`src/hdl/irq_vec_pkg.sv`:
```
// Constants and types for the maskable interrupt priority and vector block
// Functional notes
// - Simultaneous pending requests are served high group first, lowest priority number first within a group.
// - Thirty sources total, twenty-seven in small variants; twenty handled here.
// - Low-voltage request: priority 0, vector 0004H, only when reset-select bit 0.
// - Six pin edge requests: priorities 1 to 6, vectors 0006H to 0010H.
// - Second UART error, rx end, tx end: priorities 7-9, vectors 0012H-0016H.
// - Sync serial end or first UART tx end share priority 10, vector 0018H.
// - Timer H1 match priority 11 at 001AH; timer H0 priority 12 at 001CH.
// - Event timer A priority 13 at 001EH; event timer B priority 19 at 002AH.
// - Wide timer channels: priorities 14,15, vectors 0020H,0022H, match or capture.
// - Converter done request: priority 16, vector 0024H.
// - First UART rx end or rx error share priority 17, vector 0026H.
// - Watch interval request: priority 18, vector 0028H.
// - High-group request may nest over a low-group service in progress.
package irq_vec_pkg;

	localparam int          NUM_SRC      = 20;
	localparam int          NUM_TOTAL    = 30;
	localparam int          NUM_TOTAL_SM = 27;
	localparam int          IDX_W        = 5;
	localparam logic [15:0] VEC_BASE     = 16'h0004;
	localparam logic [15:0] VEC_STEP     = 16'h0002;
	localparam int          PRIO_NONE    = 31;

	// Raw event inputs, one bit per physical trigger
	typedef struct packed {
		logic       watch_interval_irq;
		logic       uart_a_rx_err;
		logic       uart_a_rx_irq;
		logic       adc_done_irq;
		logic       wide_timer_chan1_irq;
		logic       wide_timer_chan0_irq;
		logic       event_timer_b_match_irq;
		logic       event_timer_a_match_irq;
		logic       timer_h_zero_match_irq;
		logic       timer_h_one_match_irq;
		logic       uart_a_tx_end;
		logic       sync_serial_end;
		logic       uart_b_tx_end_irq;
		logic       uart_b_rx_end_irq;
		logic       uart_b_rx_error_irq;
		logic [5:0] pin_edge_irq;
		logic       low_voltage_irq;
	} irq_events_t;

	// Answer presented to the CPU core
	typedef struct packed {
		logic             valid;
		logic [IDX_W-1:0] prio;
		logic [15:0]      vector;
	} irq_req_t;

endpackage

```
`src/hdl/maskable_irq_priority_vector.sv`:
```
// Priority resolver and vector generator for twenty maskable sources
`timescale 1ns/1ns
module maskable_irq_priority_vector
	import irq_vec_pkg::*;
(
	// Clock and reset
	input  wire logic                ref_clk,
	input  wire logic                rst_n,
	// Event sources
	input  wire irq_events_t         events,
	input  wire logic                lowvolt_reset_select_bit,
	// Mask and priority-group flags, bit n is default priority n
	input  wire logic [NUM_SRC-1:0]  mask_flags,
	input  wire logic [NUM_SRC-1:0]  low_group_flags,
	input  wire logic                irq_enable,
	// CPU side
	output irq_req_t                 req,
	input  wire logic                ack,
	input  wire logic                service_done
);

	////////////////////////////////////////////////////////////////////////
	// Map physical triggers to priority-ordered request lines

	// twenty handled sources
	// Sources of priority 20 and beyond are resolved outside this block
	logic [NUM_SRC-1:0] raise;
	logic [NUM_SRC-1:0] pend_q;
	logic [NUM_SRC-1:0] pend_d;
	logic               in_svc_q;
	logic               in_svc_d;
	logic               svc_high_q;
	logic               svc_high_d;
	irq_req_t           req_d;

	// Vector is a fixed stride from the first maskable slot
	function automatic logic [15:0] vec_of(input logic [IDX_W-1:0] idx);
		vec_of = VEC_BASE + VEC_STEP * {11'h000, idx};
	endfunction

	always_comb
	begin
		raise[0]     = events.low_voltage_irq & ~lowvolt_reset_select_bit;
		raise[6:1]   = events.pin_edge_irq;
		raise[7]     = events.uart_b_rx_error_irq;
		raise[8]     = events.uart_b_rx_end_irq;
		raise[9]     = events.uart_b_tx_end_irq;
		raise[10]    = events.sync_serial_end | events.uart_a_tx_end;
		raise[11]    = events.timer_h_one_match_irq;
		raise[12]    = events.timer_h_zero_match_irq;
		raise[13]    = events.event_timer_a_match_irq;
		raise[19]    = events.event_timer_b_match_irq;
		// wide timer slots, match or capture decided by the timer
		raise[14]    = events.wide_timer_chan0_irq;
		raise[15]    = events.wide_timer_chan1_irq;
		raise[16]    = events.adc_done_irq;
		raise[17]    = events.uart_a_rx_irq | events.uart_a_rx_err;
		raise[18]    = events.watch_interval_irq;
	end

	////////////////////////////////////////////////////////////////////////
	// Resolve winner and track the service in progress

	always_comb
	begin
		logic [IDX_W-1:0] win;
		logic             found;
		logic             win_high;
		logic             may_take;
		may_take = 1'b0;
		win      = '0;
		found    = 1'b0;
		win_high = 1'b0;
		for (int i = NUM_SRC - 1; i >= 0; i--)
		begin
			if (pend_q[i] && !mask_flags[i])
			begin
				win   = IDX_W'(i);
				found = 1'b1;
			end
		end
		// high group first, then default order inside it
		for (int i = NUM_SRC - 1; i >= 0; i--)
		begin
			if (pend_q[i] && !mask_flags[i] && !low_group_flags[i])
			begin
				win      = IDX_W'(i);
				win_high = 1'b1;
			end
		end
		// nesting only when a high request preempts a low service
		may_take     = irq_enable & (!in_svc_q | (win_high & !svc_high_q));
		// taken offer withdrawn
		// A taken offer would otherwise stand one more cycle and invite a second take
		req_d.valid  = found & may_take & ~(ack & req.valid);
		req_d.prio   = found ? win : IDX_W'(PRIO_NONE);
		req_d.vector = found ? vec_of(win) : 16'h0000;
		// latch until acknowledged; a new event beats the clear
		pend_d       = pend_q;
		if (ack && req.valid)
			pend_d[req.prio] = 1'b0;
		pend_d       = pend_d | raise;
		in_svc_d     = in_svc_q;
		svc_high_d   = svc_high_q;
		if (service_done)
		begin
			in_svc_d   = 1'b0;
			svc_high_d = 1'b0;
		end
		if (ack && req.valid)
		begin
			in_svc_d   = 1'b1;
			svc_high_d = ~low_group_flags[req.prio];
		end
	end

	// Registers only
	always_ff @(posedge ref_clk or negedge rst_n)
	begin
		if (!rst_n)
		begin
			pend_q     <= '0;
			in_svc_q   <= 1'b0;
			svc_high_q <= 1'b0;
			req        <= '0;
		end
		else
		begin
			pend_q     <= pend_d;
			in_svc_q   <= in_svc_d;
			svc_high_q <= svc_high_d;
			req        <= req_d;
		end
	end
endmodule

```
`config.mk`:
```
export PLATFORM = sky130hd
export DESIGN_NAME = maskable_irq_priority_vector
export DESIGN_NICKNAME = d
export VERILOG_FILES = /design/src/hdl/irq_vec_pkg.sv /design/src/hdl/maskable_irq_priority_vector.sv
export SDC_FILE = /design/constraint.sdc
export NUM_CORES = 1
export LEC_CHECK = 0
export ABC_AREA = 1
export BUFFER_PORTS_ARGS = -buffer_cell sky130_fd_sc_hd__buf_2
export CAP_MARGIN = 40
export CORE_ASPECT_RATIO = 1.2
export CORE_UTILIZATION = 30
export CTS_BUF_LIST = sky130_fd_sc_hd__clkbuf_8
export CTS_CLUSTER_DIAMETER = 40
export CTS_CLUSTER_SIZE = 24
export DETAILED_ROUTE_END_ITERATION = 16
export GPL_TIMING_DRIVEN = 0
export SLEW_MARGIN = 10
export SYNTH_ARGS = -nofsm -noshare
export SYNTH_HDL_FRONTEND = slang
export SYNTH_SLANG_ARGS = --single-unit
export TNS_END_PERCENT = 1
```
`constraint.sdc`:
```
create_clock -name ref_clk -period 3.2 [get_ports ref_clk]
set_clock_uncertainty 0.05 [all_clocks]
set_input_delay 0.48 -clock ref_clk [delete_from_list [all_inputs] [get_ports ref_clk]]
set_output_delay 0.48 -clock ref_clk [all_outputs]
set_load 0.01 [all_outputs]
```
=== Word level (Yosys, flattened, before mapping) ===
Index checks and enable logic that the tools add are counted.

* Register bits after elaboration: 35
* Input port bits: 68
* Output and inout bits: 22
* Logic and storage cells: 199

* $add $sub $neg: 1
* Magnitude comparators: 2
* Mux-type cells: 90
* Bitwise logic cells: 15
* Reductions and logical operators: 85

{| class="wikitable"
|+ Operators by type and width
! cell !! count
|-
| 5-bit 2-to-1 mux || 41
|-
| 1-bit 2-to-1 mux || 45
|-
| 1-bit logical AND || 42
|-
| 1-bit logical NOT || 42
|-
| 20-bit bitwise AND || 1
|-
| 20-bit 2-to-1 mux || 1
|-
| 20-bit NOT || 1
|-
| 20-bit bitwise OR || 1
|-
| 3-bit by 6-bit adder with 7-bit output, first input constant || 1
|-
| 7-bit 2-to-1 mux || 1
|-
| 1-bit bitwise AND || 6
|-
| 5-bit by 6-bit < comparator with 1-bit output, second input constant || 1
|-
| 1-bit binary-select mux with 5-bit select || 1
|-
| 1-bit demux with 5-bit select || 1
|-
| 5-bit by 1-bit greater-or-equal comparator with 1-bit output, second input constant || 1
|-
| 1-bit NOT || 3
|-
| 1-bit bitwise OR || 3
|-
| 2-bit nonzero test || 1
|}

=== Logic depth before layout (Yosys ltp) ===
Gate-level depths: netlist (run 1).

* Word-level depth: 44
* Mapped depth: 42
* Depth with buffers taken out: 42

=== Worst setup path after synthesis (run 1) ===
OpenSTA, ideal clock, no wires.

* Path type: input -> register
* Start point: in mask_flags[16]
* End point: reg req[16] (netlist bit)
* Library setup time: 0.122 ns
* Arrival: 2.341 ns
* Required time: 3.028 ns
* Slack: 0.687 ns
* Stages: 39
* Buffers on the path: 0
* Cells stage by stage: or2_4 nand2_1 nand2_1 nand2_1 nand2_1 nand2_1 nand2_1 nand2_1 nand2_1 nand2_1 nand2_1 nand2_1 nand2_1 nand2_1 nand2_1 nand2_1 nand2_1 nand2_1 [... 3 more ...] nand2_1 nand2_1 nand2_1 nand2_1 nand2_1 nand2_1 nand2_1 nand2_1 nand2_1 nand2_1 nand2_1 nand2_1 nand2_1 nand2_1 nand2_1 nand2_1 nand2_1 nand2_1

{| class="wikitable"
|+ RTL lines
! item !! RTL line !! text
|-
| start, declared || maskable_irq_priority_vector.sv:13 || <nowiki>input wire logic [NUM_SRC-1:0] mask_flags,</nowiki>
|-
| end signal, assigned || maskable_irq_priority_vector.sv:132 || <nowiki>req <= req_d;</nowiki>
|-
| end, declared || maskable_irq_priority_vector.sv:17 || <nowiki>output irq_req_t req,</nowiki>
|}

==> results by group, run 1 <==
Timing
  – RSZ-0062 raised after global routing: true
  – Final Critical Period: 2731 ps
  – Endpoints failing setup: 0
  – Max Slew Vio Count: 0
  – Final WS setup: 469.1 ps
  – Fin Setup TNS: 0 ps
  – Worst Max-Slew Pin Slew: 775.9 ps
  – Fin crit share: 0.8534
  – Relative slew margins: 0.4827
  – Hold Vio Cnt, Final: 0
  – Hold WS: 214.5 ps
  – Max Clk Rate: 366.2 MHz

Finish
  – Fraction of layout cells with a size suffix above 1: 0.3235
  – Post-Layout Cell Count: 532
  – Fin nets: 510
  – Final core occ: 0.4008
  – Most common cell after layout, fill and taps aside: nand2_1
  – Most frequent cells in the layout: 85 x nand2_1, 79 x buf_2, 63 x nor2_1
  – N_diodes: 0
  – Area grow syn2layout: 28.30%

Pwr
  – Sequential power share: 0.424
  – Worst VDD drop: 0.0001752 V
  – Clock share of power: 0.305
  – Net Sw Frac: 0.3225
  – Internal power: 0.0007441 W
  – P_leak: 1.758 nW
  – NetSw: 0.0003543 W
  – P per Cell Area: 374.5 mW/mm^2
  – Logic gate share of total power: 0.271

Detailed routing
  – Final WL: 6544 um
  – Final antenna-violating net count: 0
  – DRC: 0
  – Routed wire length per instance: 12.30 um
  – First-pass iteration count of the detailed router: 4
  – Starting DRT DRC Count: 77
  – Via density per instance: 4.370
  – Routed via count: 2325

Worst setup path
  – CP most frequent cell: nand2_1
  – Origin of the critical flop-to-flop path: pend_q[16]
  – Category of the worst setup path launch point: flip-flop
  – WP data arrival: 2850 ps
  – Max incr delay on CP: 320 ps
  – CP Data Required Time: 3320 ps
  – Critical path type: reg2reg
  – Worst path slowest cell: dfrtp_1
  – CP max FO: 4
  – Start point of the critical path: pend_q[16]
  – Worst Reg-to-Reg Cells: 40
  – Crit. End Element: flip-flop

Yosys
  – Synth cell types: 27
  – Ranking of synthesized cells by area: dfrtp_1 37%, nand2_1 15%, nor2_1 10%
  – Cell taking the most area after synthesis: dfrtp_1
  – Synth Register Bits: 34
  – Mapped Area: 0.002286 mm^2
  – Sequential area share after synthesis: 0.3722
  – Top cell type's share of synthesized area: 0.3722
  – Syn_area_per_cell: 6.626 um^2
  – Number of synthesis warnings: 0
  – Post-Syn Instances: 345

Clock tree
  – CTS tree: built
  – Skew-Pair Late Insertion Delay: 290 ps
  – Post-CTS Setup Inserts: 0
  – Inserted Clock Buffers: 5
  – Clock tree buffer depth: 2
  – H-tree levels: 2
  – CTS Root Cell: clkbuf_8
  – Clk slew on worst S/H paths: 70 ps
  – # clock sinks: 34

GRT
  – GRT Total Usage: 0.1797
  – Vias in the first global route: 2281
  – Initial antenna violation count: 0
  – Global-route wire length before repair: 10700 um
  – Total grt overflow: 0
  – Largest net degree at the start of global routing: 35

Job
  – Max_cap viols: 0

Hold path
  – Worst hold path type: in2async

Floorplanning
  – Die ar.: 0.007974 mm^2
  – Width of the chip: 81.69 um
  – Die height: 97.62 um
  – Io pins: 90
  – Core Footprint: 0.007317 mm^2
  – Row count: 34
  – Initial Util: 0.3124

Place
  – Gpl congestion: 0.9059
  – Pre-CTS setup slack: 175.6 ps
  – PortBufs: 79
  – Placed cells: 524
  – DP HPWL: 5354 um

Outcome
  – Status: completed
Yosys cell counts:
master     n
dfrtp_1   34
inv_4      1
or2_4      1
nand2_1   89
nor2_4     1
nand4_1    2
a22oi_1    6
conb_1     1
o21bai_1  17
nor2_2     4
nand3_1    3
a31oi_1    2
a21oi_1    5
inv_2     19
o221ai_1   2
clkinv_1   1
nor3_1     6
or2_2     16
clkinv_4   1
nor2_1    63
o31ai_1    2
inv_1     47
a21boi_0   1
o21ai_0    9
o32ai_1    1
buf_4     10
ha_1       1
timing repair:
item,4_1_cts,5_1_grt
gates resized for setup,0,4
hold buffers,0,0
setup endpoints to repair,0,2
path summary, 6_finish.rpt:
| kind | endpoint | slack, ps |
|---|---|---|
| hold reg to reg | pend_q[17] | 450 |
| min in group ref_clk | pend_q[0] | 310 |
| setup reg to reg | req[16] | 470 |
| setup / recovery | req[16] | 470 |
| max in group asynchronous | pend_q[8] | 2380 |
| hold / removal | req[19] | 210 |
power by group through the flow:
stage | Sequential, W | Clock [W] | Combinational, W
after floorplan | 0.000483 | 0 | 0.000168
after global placement | 0.000474 | 0 | 0.000293
after detailed placement | 0.000475 | 0 | 0.000295
after CTS | 0.000467 | 0.000346 | 0.000296
after global routing | 0.000470 | 0.000362 | 0.000338
final | 0.000466 | 0.000335 | 0.000297
cell type report:
type	count	area [um^2]
fillers	797	4384
clock buffers	6	82.58
flip-flops and latches	34	850.8
inverters	69	266.5
plain buffers	10	75.07
multi-input cells	242	1141
well taps	90	112.6
clock inverters	2	8.758
repair buffers	79	395.4
critical path, delay by kind of cell, from the launching register on:
kind	cells	cell delay, ps
buffers and inverters	1	40
and+or+nand+nor	39	2210
DFF	1	320
cell families after synthesis:
logic type | after synthesis | synth area share
adder cells (fa/ha/maj) | 1 | 0.005473
AND/OR/NAND/NOR | 185 | 0.3383
flip-flops | 34 | 0.3722
other | 1 | 0.001640
buffers and inverters | 79 | 0.1494
AO/OA/AOI/OAI | 45 | 0.1330
stage by stage:
stage                     area, um^2  total power, W
after detailed placement        2831       0.0007698
after global routing            2933        0.001170
final                           2933        0.001098
after floorplan                 2323       0.0006510
after CTS                       2923        0.001109
after global placement          2831       0.0007671
sequential cells by signal, summed over array words and instances (netlist names):
signal and flops:
in_svc_q 1, pend_q 20, req 12, svc_high_q 1
routing by layer:
layer | routed length, um | GRT usage | share of wire
met1 | 2662 | 0.2130 | 0.41
met2 | 3259 | 0.3096 | 0.50
met4 | 156 | 0.06478 | 0.024
met5 | 0 | 0 | 0
met3 | 466 | 0.03944 | 0.071
Power figures use the tool's default switching activity.
==> run 2: changes to the inputs <==
--- a/config.mk
+++ b/config.mk
@@ -14,7 +14,7 @@
 export CTS_CLUSTER_DIAMETER = 40
 export CTS_CLUSTER_SIZE = 24
 export DETAILED_ROUTE_END_ITERATION = 16
-export GPL_TIMING_DRIVEN = 0
+export GPL_TIMING_DRIVEN = 1
 export SLEW_MARGIN = 10
 export SYNTH_ARGS = -nofsm -noshare
 export SYNTH_HDL_FRONTEND = slang
==> results by group, run 2 (synthesis results as in run 1) <==
Clock tree
  – Number of cells upsized or downsized after cts: 0 (unchanged)
  – # clock sinks: 34 (unchanged)
  – H-tree levels: 2 (unchanged)
  – CTS tree: built (unchanged)
  – Skew-Pair Late Insertion Delay: 290 ps (about the same)
  – Clock tree buffer depth: 2 (unchanged)
  – Clk slew on worst S/H paths: 70 ps (about the same)
  – Post-CTS Setup Inserts: 0 (unchanged)
  – Inserted Clock Buffers: 5 (unchanged)
  – CTS Root Cell: clkbuf_8 (unchanged)
  – Post-CTS Hold Fix Bufs: 0 (unchanged)

Timing
  – RSZ-0062 raised after global routing: false (was true)
  – Hold Vio Cnt, Final: 0 (unchanged)
  – Relative slew margins: 0.4721 (was 0.4827)
  – Endpoints failing setup: 0 (unchanged)
  – Max Slew Vio Count: 0 (unchanged)
  – Worst Max-Slew Pin Slew: 791.8 ps (was 775.9 ps)
  – Max Clk Rate: 382.4 MHz (was 366.2 MHz)
  – Fin Setup TNS: 0 ps (unchanged)
  – Fin crit share: 0.8172 (was 0.8534)
  – Final Critical Period: 2615 ps (was 2731 ps)
  – Hold WS: 221.8 ps (was 214.5 ps)

Job
  – Max_cap viols: 0 (unchanged)

GRT
  – Total grt overflow: 0 (unchanged)
  – Global-route wire length before repair: 10760 um (was 10700 um)
  – Largest net degree at the start of global routing: 35 (unchanged)
  – Initial antenna violation count: 0 (unchanged)
  – Vias in the first global route: 2335 (was 2281)
  – GRT Total Usage: 0.1840 (was 0.1797)

Worst setup path
  – WP data arrival: 2740 ps (was 2850 ps)
  – CP most frequent cell: nand2_1 (unchanged)
  – Worst path slowest cell: dfrtp_1 (unchanged)
  – Worst Path Buf+Inv: 1 (unchanged)
  – Critical path type: reg2reg (unchanged)
  – Category of the worst setup path launch point: flip-flop (unchanged)
  – CP max FO: 4 (unchanged)
  – Crit. End Element: flip-flop (unchanged)
  – CP top delay family: simple AND/OR/NAND/NOR gates (unchanged)
  – CP Data Required Time: 3320 ps (about the same)
  – Max incr delay on CP: 320 ps (about the same)
  – Worst reg-to-reg setup slack: 580 ps (was 470 ps)

Detailed routing
  – Routed via count: 2332 (was 2325)
  – DRC: 0 (unchanged)
  – First-pass iteration count of the detailed router: 5 (was 4)
  – Routed wire length per instance: 12.66 um (was 12.30 um)
  – Starting DRT DRC Count: 210 (was 77)
  – Final antenna-violating net count: 0 (unchanged)
  – Via density per instance: 4.467 (was 4.370)
  – Final WL: 6608 um (was 6544 um)

Place
  – Placed inst area: 0.002756 mm^2 (was 0.002831 mm^2)
  – DP HPWL: 5417 um (was 5354 um)
  – Gpl congestion: 0.9822 (was 0.9059)
  – PortBufs: 79 (unchanged)

Pwr
  – P_leak: 1.704 nW (was 1.758 nW)
  – Worst VDD drop: 0.0001938 V (was 0.0001752 V)
  – P per Cell Area: 380.0 mW/mm^2 (was 374.5 mW/mm^2)
  – Total Power: 0.001082 W (was 0.001098 W)

Finish
  – Fin area: 0.002848 mm^2 (was 0.002933 mm^2)
  – Area grow syn2layout: 24.58% (was 28.30%)
  – Fraction of layout cells with a size suffix above 1: 0.2986 (was 0.3235)
  – N_diodes: 0 (unchanged)
  – Most frequent cells in the layout: 89 x nand2_1, 79 x buf_2, 63 x nor2_1 (was 85 x nand2_1, 79 x buf_2, 63 x nor2_1)
  – Fillers: 814 (was 797)
  – Fin nets: 500 (was 510)
  – Area taken by flip-flops and latches: 850.8 um^2 (unchanged)
  – Largest registers: pend_q x20, req x12 (unchanged)
  – Most flops, register: pend_q (unchanged)
  – Most common cell after layout, fill and taps aside: nand2_1 (unchanged)
  – Max reg flops: 20 (unchanged)
  – Multi-input logic area: 0.001131 mm^2 (was 0.001141 mm^2)
  – Final core occ: 0.3892 (was 0.4008)

Floorplanning
  – Die height: 97.62 um (unchanged)
  – Core Footprint: 0.007317 mm^2 (unchanged)
  – Row count: 34 (unchanged)
  – Die ar.: 0.007974 mm^2 (unchanged)
  – Io pins: 90 (unchanged)
  – Width of the chip: 81.69 um (unchanged)
  – Initial Util: 0.3124 (unchanged)

Hold path
  – Worst hold path type: in2async (unchanged)

Outcome
  – Status: completed (unchanged)
run 2: changes by cell type in the layout (fill, tap and decap cells not counted), sizes merged:
cell	change
buf	-10
run 2: power breakdown:
group          leakage, nW  internal (W)  switching (W)  total [W]
Sequential           0.353      0.000454      0.0000126   0.000467
Combinational         1.30      0.000111       0.000175   0.000286
Clock               0.0524      0.000170       0.000159   0.000330
run 2: path summary, 6_finish.rpt:
path,start,end,cells after the start
max,pend_q[16],req[16],40
min,rst_n,req[21],1
max reg2reg,pend_q[16],req[16],40
min reg2reg,pend_q[18],pend_q[18],2
max in group asynchronous,rst_n,pend_q[19],1
min in group ref_clk,lowvolt_reset_select_bit,pend_q[0],2
run 2: area by class of cell:
type,instances,share of cell area
Clock buffer,6,0.02900
Sequential cell,34,0.2988
Multi-Input combinational cell,242,0.3972
Inverter,69,0.09359
Clock inverter,2,0.003076
Timing Repair Buffer,79,0.1388
Tap cell,90,0.03954
run 2: per-layer routing:
metal | GRT usage | share of wire | vias to the layer above
li1 | - | - | 1197
met1 | 0.2074 | 0.41 | 1038
met2 | 0.3051 | 0.49 | 79
met3 | 0.05070 | 0.070 | 18
met4 | 0.1012 | 0.031 | 0
met5 | 0 | 0 | -
run 2: per-stage QoR:
stage	worst slack [ps]	cells
finish	584.9	522
global route	84.30	522
CTS	591.3	522
detailed placement	377.2	514
global placement	414.0	514
floorplan	687.0	355
run 2: worst register-to-register path, delay by kind of cell (launching register included):
| kind | cells | cell delay, ps |
|---|---|---|
| DFF | 1 | 320 |
| buffers and inverters | 1 | 50 |
| and+or+nand+nor | 39 | 2050 |
==> run 3: changes to the inputs <==
--- a/config.mk
+++ b/config.mk
@@ -5,7 +5,7 @@
 export SDC_FILE = /design/constraint.sdc
 export NUM_CORES = 1
 export LEC_CHECK = 0
-export ABC_AREA = 1
+export ABC_AREA = 0
 export BUFFER_PORTS_ARGS = -buffer_cell sky130_fd_sc_hd__buf_2
 export CAP_MARGIN = 40
 export CORE_ASPECT_RATIO = 1.2
==> constraint.sdc (replaced) <==
create_clock -name ref_clk -period 2.5 [get_ports ref_clk]
set_clock_uncertainty 0.05 [all_clocks]
set_input_delay 0.375 -clock ref_clk [delete_from_list [all_inputs] [get_ports ref_clk]]
set_output_delay 0.375 -clock ref_clk [all_outputs]
set_load 0.01 [all_outputs]
==> results by group, run 3 <==
Timing
  – Fin Setup TNS: 0 ps (unchanged)
  – Worst Max-Slew Pin Slew: 782.0 ps (was 791.8 ps)
  – Hold Vio Cnt, Final: 0 (unchanged)
  – Final Critical Period: 2408 ps (was 2615 ps)
  – RSZ-0062 raised after global routing: false (unchanged)
  – Max Slew Vio Count: 0 (unchanged)
  – Endpoints failing setup: 0 (unchanged)
  – Fin crit share: 0.9630 (was 0.8172)
  – Relative slew margins: 0.4787 (was 0.4721)
  – Max Clk Rate: 415.4 MHz (was 382.4 MHz)

Yosys
  – Syn_area_per_cell: 9.072 um^2 (was 6.626 um^2)
  – Most common cell in the netlist: dfrtp_1 (was nand2_1)
  – Primary FF master, synth: dfrtp_1 (unchanged)
  – Synth cell types: 59 (was 27)
  – Ranking of synthesized cells by area: dfrtp_1 36%, nand2b_1 6.6%, o21ai_0 4.8% (was dfrtp_1 37%, nand2_1 15%, nor2_1 10%)
  – Post-Syn Instances: 263 (was 345)
  – Most instantiated cells after synthesis: 34 x dfrtp_1, 25 x nand2_1, 25 x nand2b_1, 23 x o21ai_0, 18 x nor2_1 (was 89 x nand2_1, 63 x nor2_1, 47 x inv_1, 34 x dfrtp_1, 19 x inv_2)
  – Cell taking the most area after synthesis: dfrtp_1 (unchanged)
  – EDFF count, synth: 0 (unchanged)
  – Top cell type's share of synthesized area: 0.3566 (was 0.3722)
  – Sequential area share after synthesis: 0.3566 (was 0.3722)
  – FFs w/ async S/R, synth: 1.000 (unchanged)
  – Synth Register Bits: 34 (unchanged)
  – Mapped Area: 0.002386 mm^2 (was 0.002286 mm^2)
  – Number of synthesis warnings: 0 (unchanged)

Finish
  – N_diodes: 0 (unchanged)
  – Most common cell after layout, fill and taps aside: buf_2 (was nand2_1)
  – Final core occ: 0.3893 (was 0.3892)
  – Max reg flops: 20 (unchanged)
  – Area grow syn2layout: 25.75% (was 24.58%)
  – Fraction of layout cells with a size suffix above 1: 0.3296 (was 0.2986)
  – Largest registers: pend_q x20, req x12 (unchanged)
  – Most flops, register: pend_q (unchanged)
  – Fin nets: 423 (was 500)
  – Most frequent cells in the layout: 79 x buf_2, 34 x dfrtp_1, 25 x nand2b_1, 25 x nand2_1, 23 x o21ai_0 (was 89 x nand2_1, 79 x buf_2, 63 x nor2_1)

GRT
  – Largest net degree at the start of global routing: 35 (unchanged)
  – Initial antenna violation count: 0 (unchanged)
  – GRT Total Usage: 0.1878 (was 0.1840)
  – Total grt overflow: 0 (unchanged)
  – Vias in the first global route: 2296 (was 2335)
  – Global-route wire length before repair: 11870 um (was 10760 um)

Worst setup path
  – Origin of the critical flop-to-flop path: pend_q[10] (was pend_q[16])
  – CP max FO: 3 (was 4)
  – Category of the worst setup path launch point: flip-flop (unchanged)
  – Start point of the critical path: pend_q[10] (was pend_q[16])
  – CP Depth: 9 (was 40)
  – Worst Path Buf+Inv: 0 (was 1)
  – Crit. End Element: flip-flop (unchanged)
  – Worst path slowest cell: dfrtp_1 (unchanged)
  – R2r endpoint: req[4] (was req[16])
  – CP Data Required Time: 2660 ps (was 3320 ps)
  – Max incr delay on CP: 400 ps (was 320 ps)
  – WP data arrival: 2570 ps (was 2740 ps)
  – Worst path cell trace: nor2b_1, or2_0, a311oi_2, o21ai_1, a211oi_2, nor2_1, ha_1, or3_1, a21boi_1
  – CP top delay family: simple AND/OR/NAND/NOR gates (unchanged)
  – Critical path type: reg2reg (unchanged)
  – Worst reg-to-reg setup slack: 90 ps (was 580 ps)
  – Crit path capture: req[4] (was req[16])
  – Worst Reg-to-Reg Cells: 9 (was 40)

Clock tree
  – Inserted Clock Buffers: 5 (unchanged)
  – CTS tree: built (unchanged)
  – Clk slew on worst S/H paths: 80 ps (was 70 ps)
  – CTS Root Cell: clkbuf_8 (unchanged)
  – H-tree levels: 2 (unchanged)
  – Skew-Pair Late Insertion Delay: 290 ps (about the same)
  – Clock tree buffer depth: 2 (unchanged)
  – Post-CTS Setup Inserts: 0 (unchanged)
  – # clock sinks: 34 (unchanged)

Pwr
  – NetSw: 0.0004763 W (was 0.0003471 W)
  – Internal power: 0.0009940 W (was 0.0007351 W)
  – Sequential power share: 0.430 (was 0.431)
  – P_leak: 1.287 nW (was 1.704 nW)
  – Logic gate share of total power: 0.277 (was 0.264)
  – P per Cell Area: 490.0 mW/mm^2 (was 380.0 mW/mm^2)
  – Clock share of power: 0.293 (was 0.305)
  – Net Sw Frac: 0.3239 (was 0.3208)
  – Worst VDD drop: 0.0002330 V (was 0.0001938 V)

Floorplanning
  – Die ar.: 0.008316 mm^2 (was 0.007974 mm^2)
  – Row count: 35 (was 34)
  – Core Footprint: 0.007707 mm^2 (was 0.007317 mm^2)
  – Die height: 99.70 um (was 97.62 um)
  – Io pins: 90 (unchanged)
  – Initial Util: 0.3096 (was 0.3124)
  – Width of the chip: 83.41 um (was 81.69 um)

Detailed routing
  – First-pass iteration count of the detailed router: 4 (was 5)
  – Via density per instance: 5.197 (was 4.467)
  – Routed via count: 2323 (was 2332)
  – Final antenna-violating net count: 0 (unchanged)
  – Final WL: 7646 um (was 6608 um)
  – DRC: 0 (unchanged)
  – Starting DRT DRC Count: 130 (was 210)
  – Routed wire length per instance: 17.11 um (was 12.66 um)

Outcome
  – Status: completed (unchanged)

Hold path
  – Worst hold path type: in2async (unchanged)

Place
  – PortBufs: 79 (unchanged)
  – Gpl congestion: 0.8864 (was 0.9822)
  – DP HPWL: 6233 um (was 5417 um)

Job
  – Max_cap viols: 0 (unchanged)
run 3: how the worst min path moves through the flow:
stage                     cells past startpoint  slack, ps      start         end
final                                         1        110      rst_n  pend_q[16]
after global routing                          1        170      rst_n  pend_q[16]
after CTS                                     1        140      rst_n  pend_q[17]
after detailed placement                      1        420  pend_q[5]   pend_q[5]
after global placement                        1        410  pend_q[5]   pend_q[5]
after floorplan                               0         30      rst_n    in_svc_q
run 3: cell type report:
cell class	instances	area, um^2
Clock buffer	6	82.58
Clock inverter	2	8.758
Fill cell	826	4707
Inverter	8	30.03
Multi-Input combinational cell	219	1465
Sequential cell	34	850.8
Tap cell	92	115.1
Timing Repair Buffer	86	447.9
run 3: repair_timing:
item                       4_1_cts  5_1_grt
setup endpoints to repair        0        1
hold buffers                     0        0
resized for setup                0        1
run 3: kinds of logic after synthesis:
kind of cell	after synthesis	share of synthesized area
mux	5	0.04720
fa+ha+maj	1	0.005243
simple gates	128	0.3183
other cells	1	0.001572
compound gates	74	0.2234
buf+inv	20	0.04772
flops	34	0.3566
run 3: per-stage QoR:
stage | hold WS, ps | instances | cell area, um^2 | setup slack (ps) | power [W]
after floorplan | 29.41 | 273 | 2424 | 269.7 | 0.0008735
after global placement | 411.9 | 439 | 2903 | 96.04 | 0.001053
after detailed placement | 425.0 | 439 | 2903 | 51.63 | 0.001051
after CTS | 139.9 | 447 | 2994 | 62.84 | 0.001489
after global routing | 173.6 | 447 | 3000 | 2.236 | 0.001551
final | 106.5 | 447 | 3000 | 92.43 | 0.001470
run 3: power groups by stage:
stage	Clock (W)	Combinational [W]	Sequential (W)
after floorplan	0	0.000247	0.000626
after global placement	0	0.000407	0.000645
after detailed placement	0	0.000406	0.000645
after CTS	0.000446	0.000408	0.000635
after global routing	0.000466	0.000447	0.000638
final	0.000430	0.000407	0.000633
run 3: layer usage:
layer  vias to the layer above  track usage  part of all wire
li1                       1124            -                 -
met1                      1104       0.2245              0.42
met2                        77       0.3291              0.50
met3                        18      0.03402             0.048
met4                         0      0.08475             0.033
met5                         -            0                 0
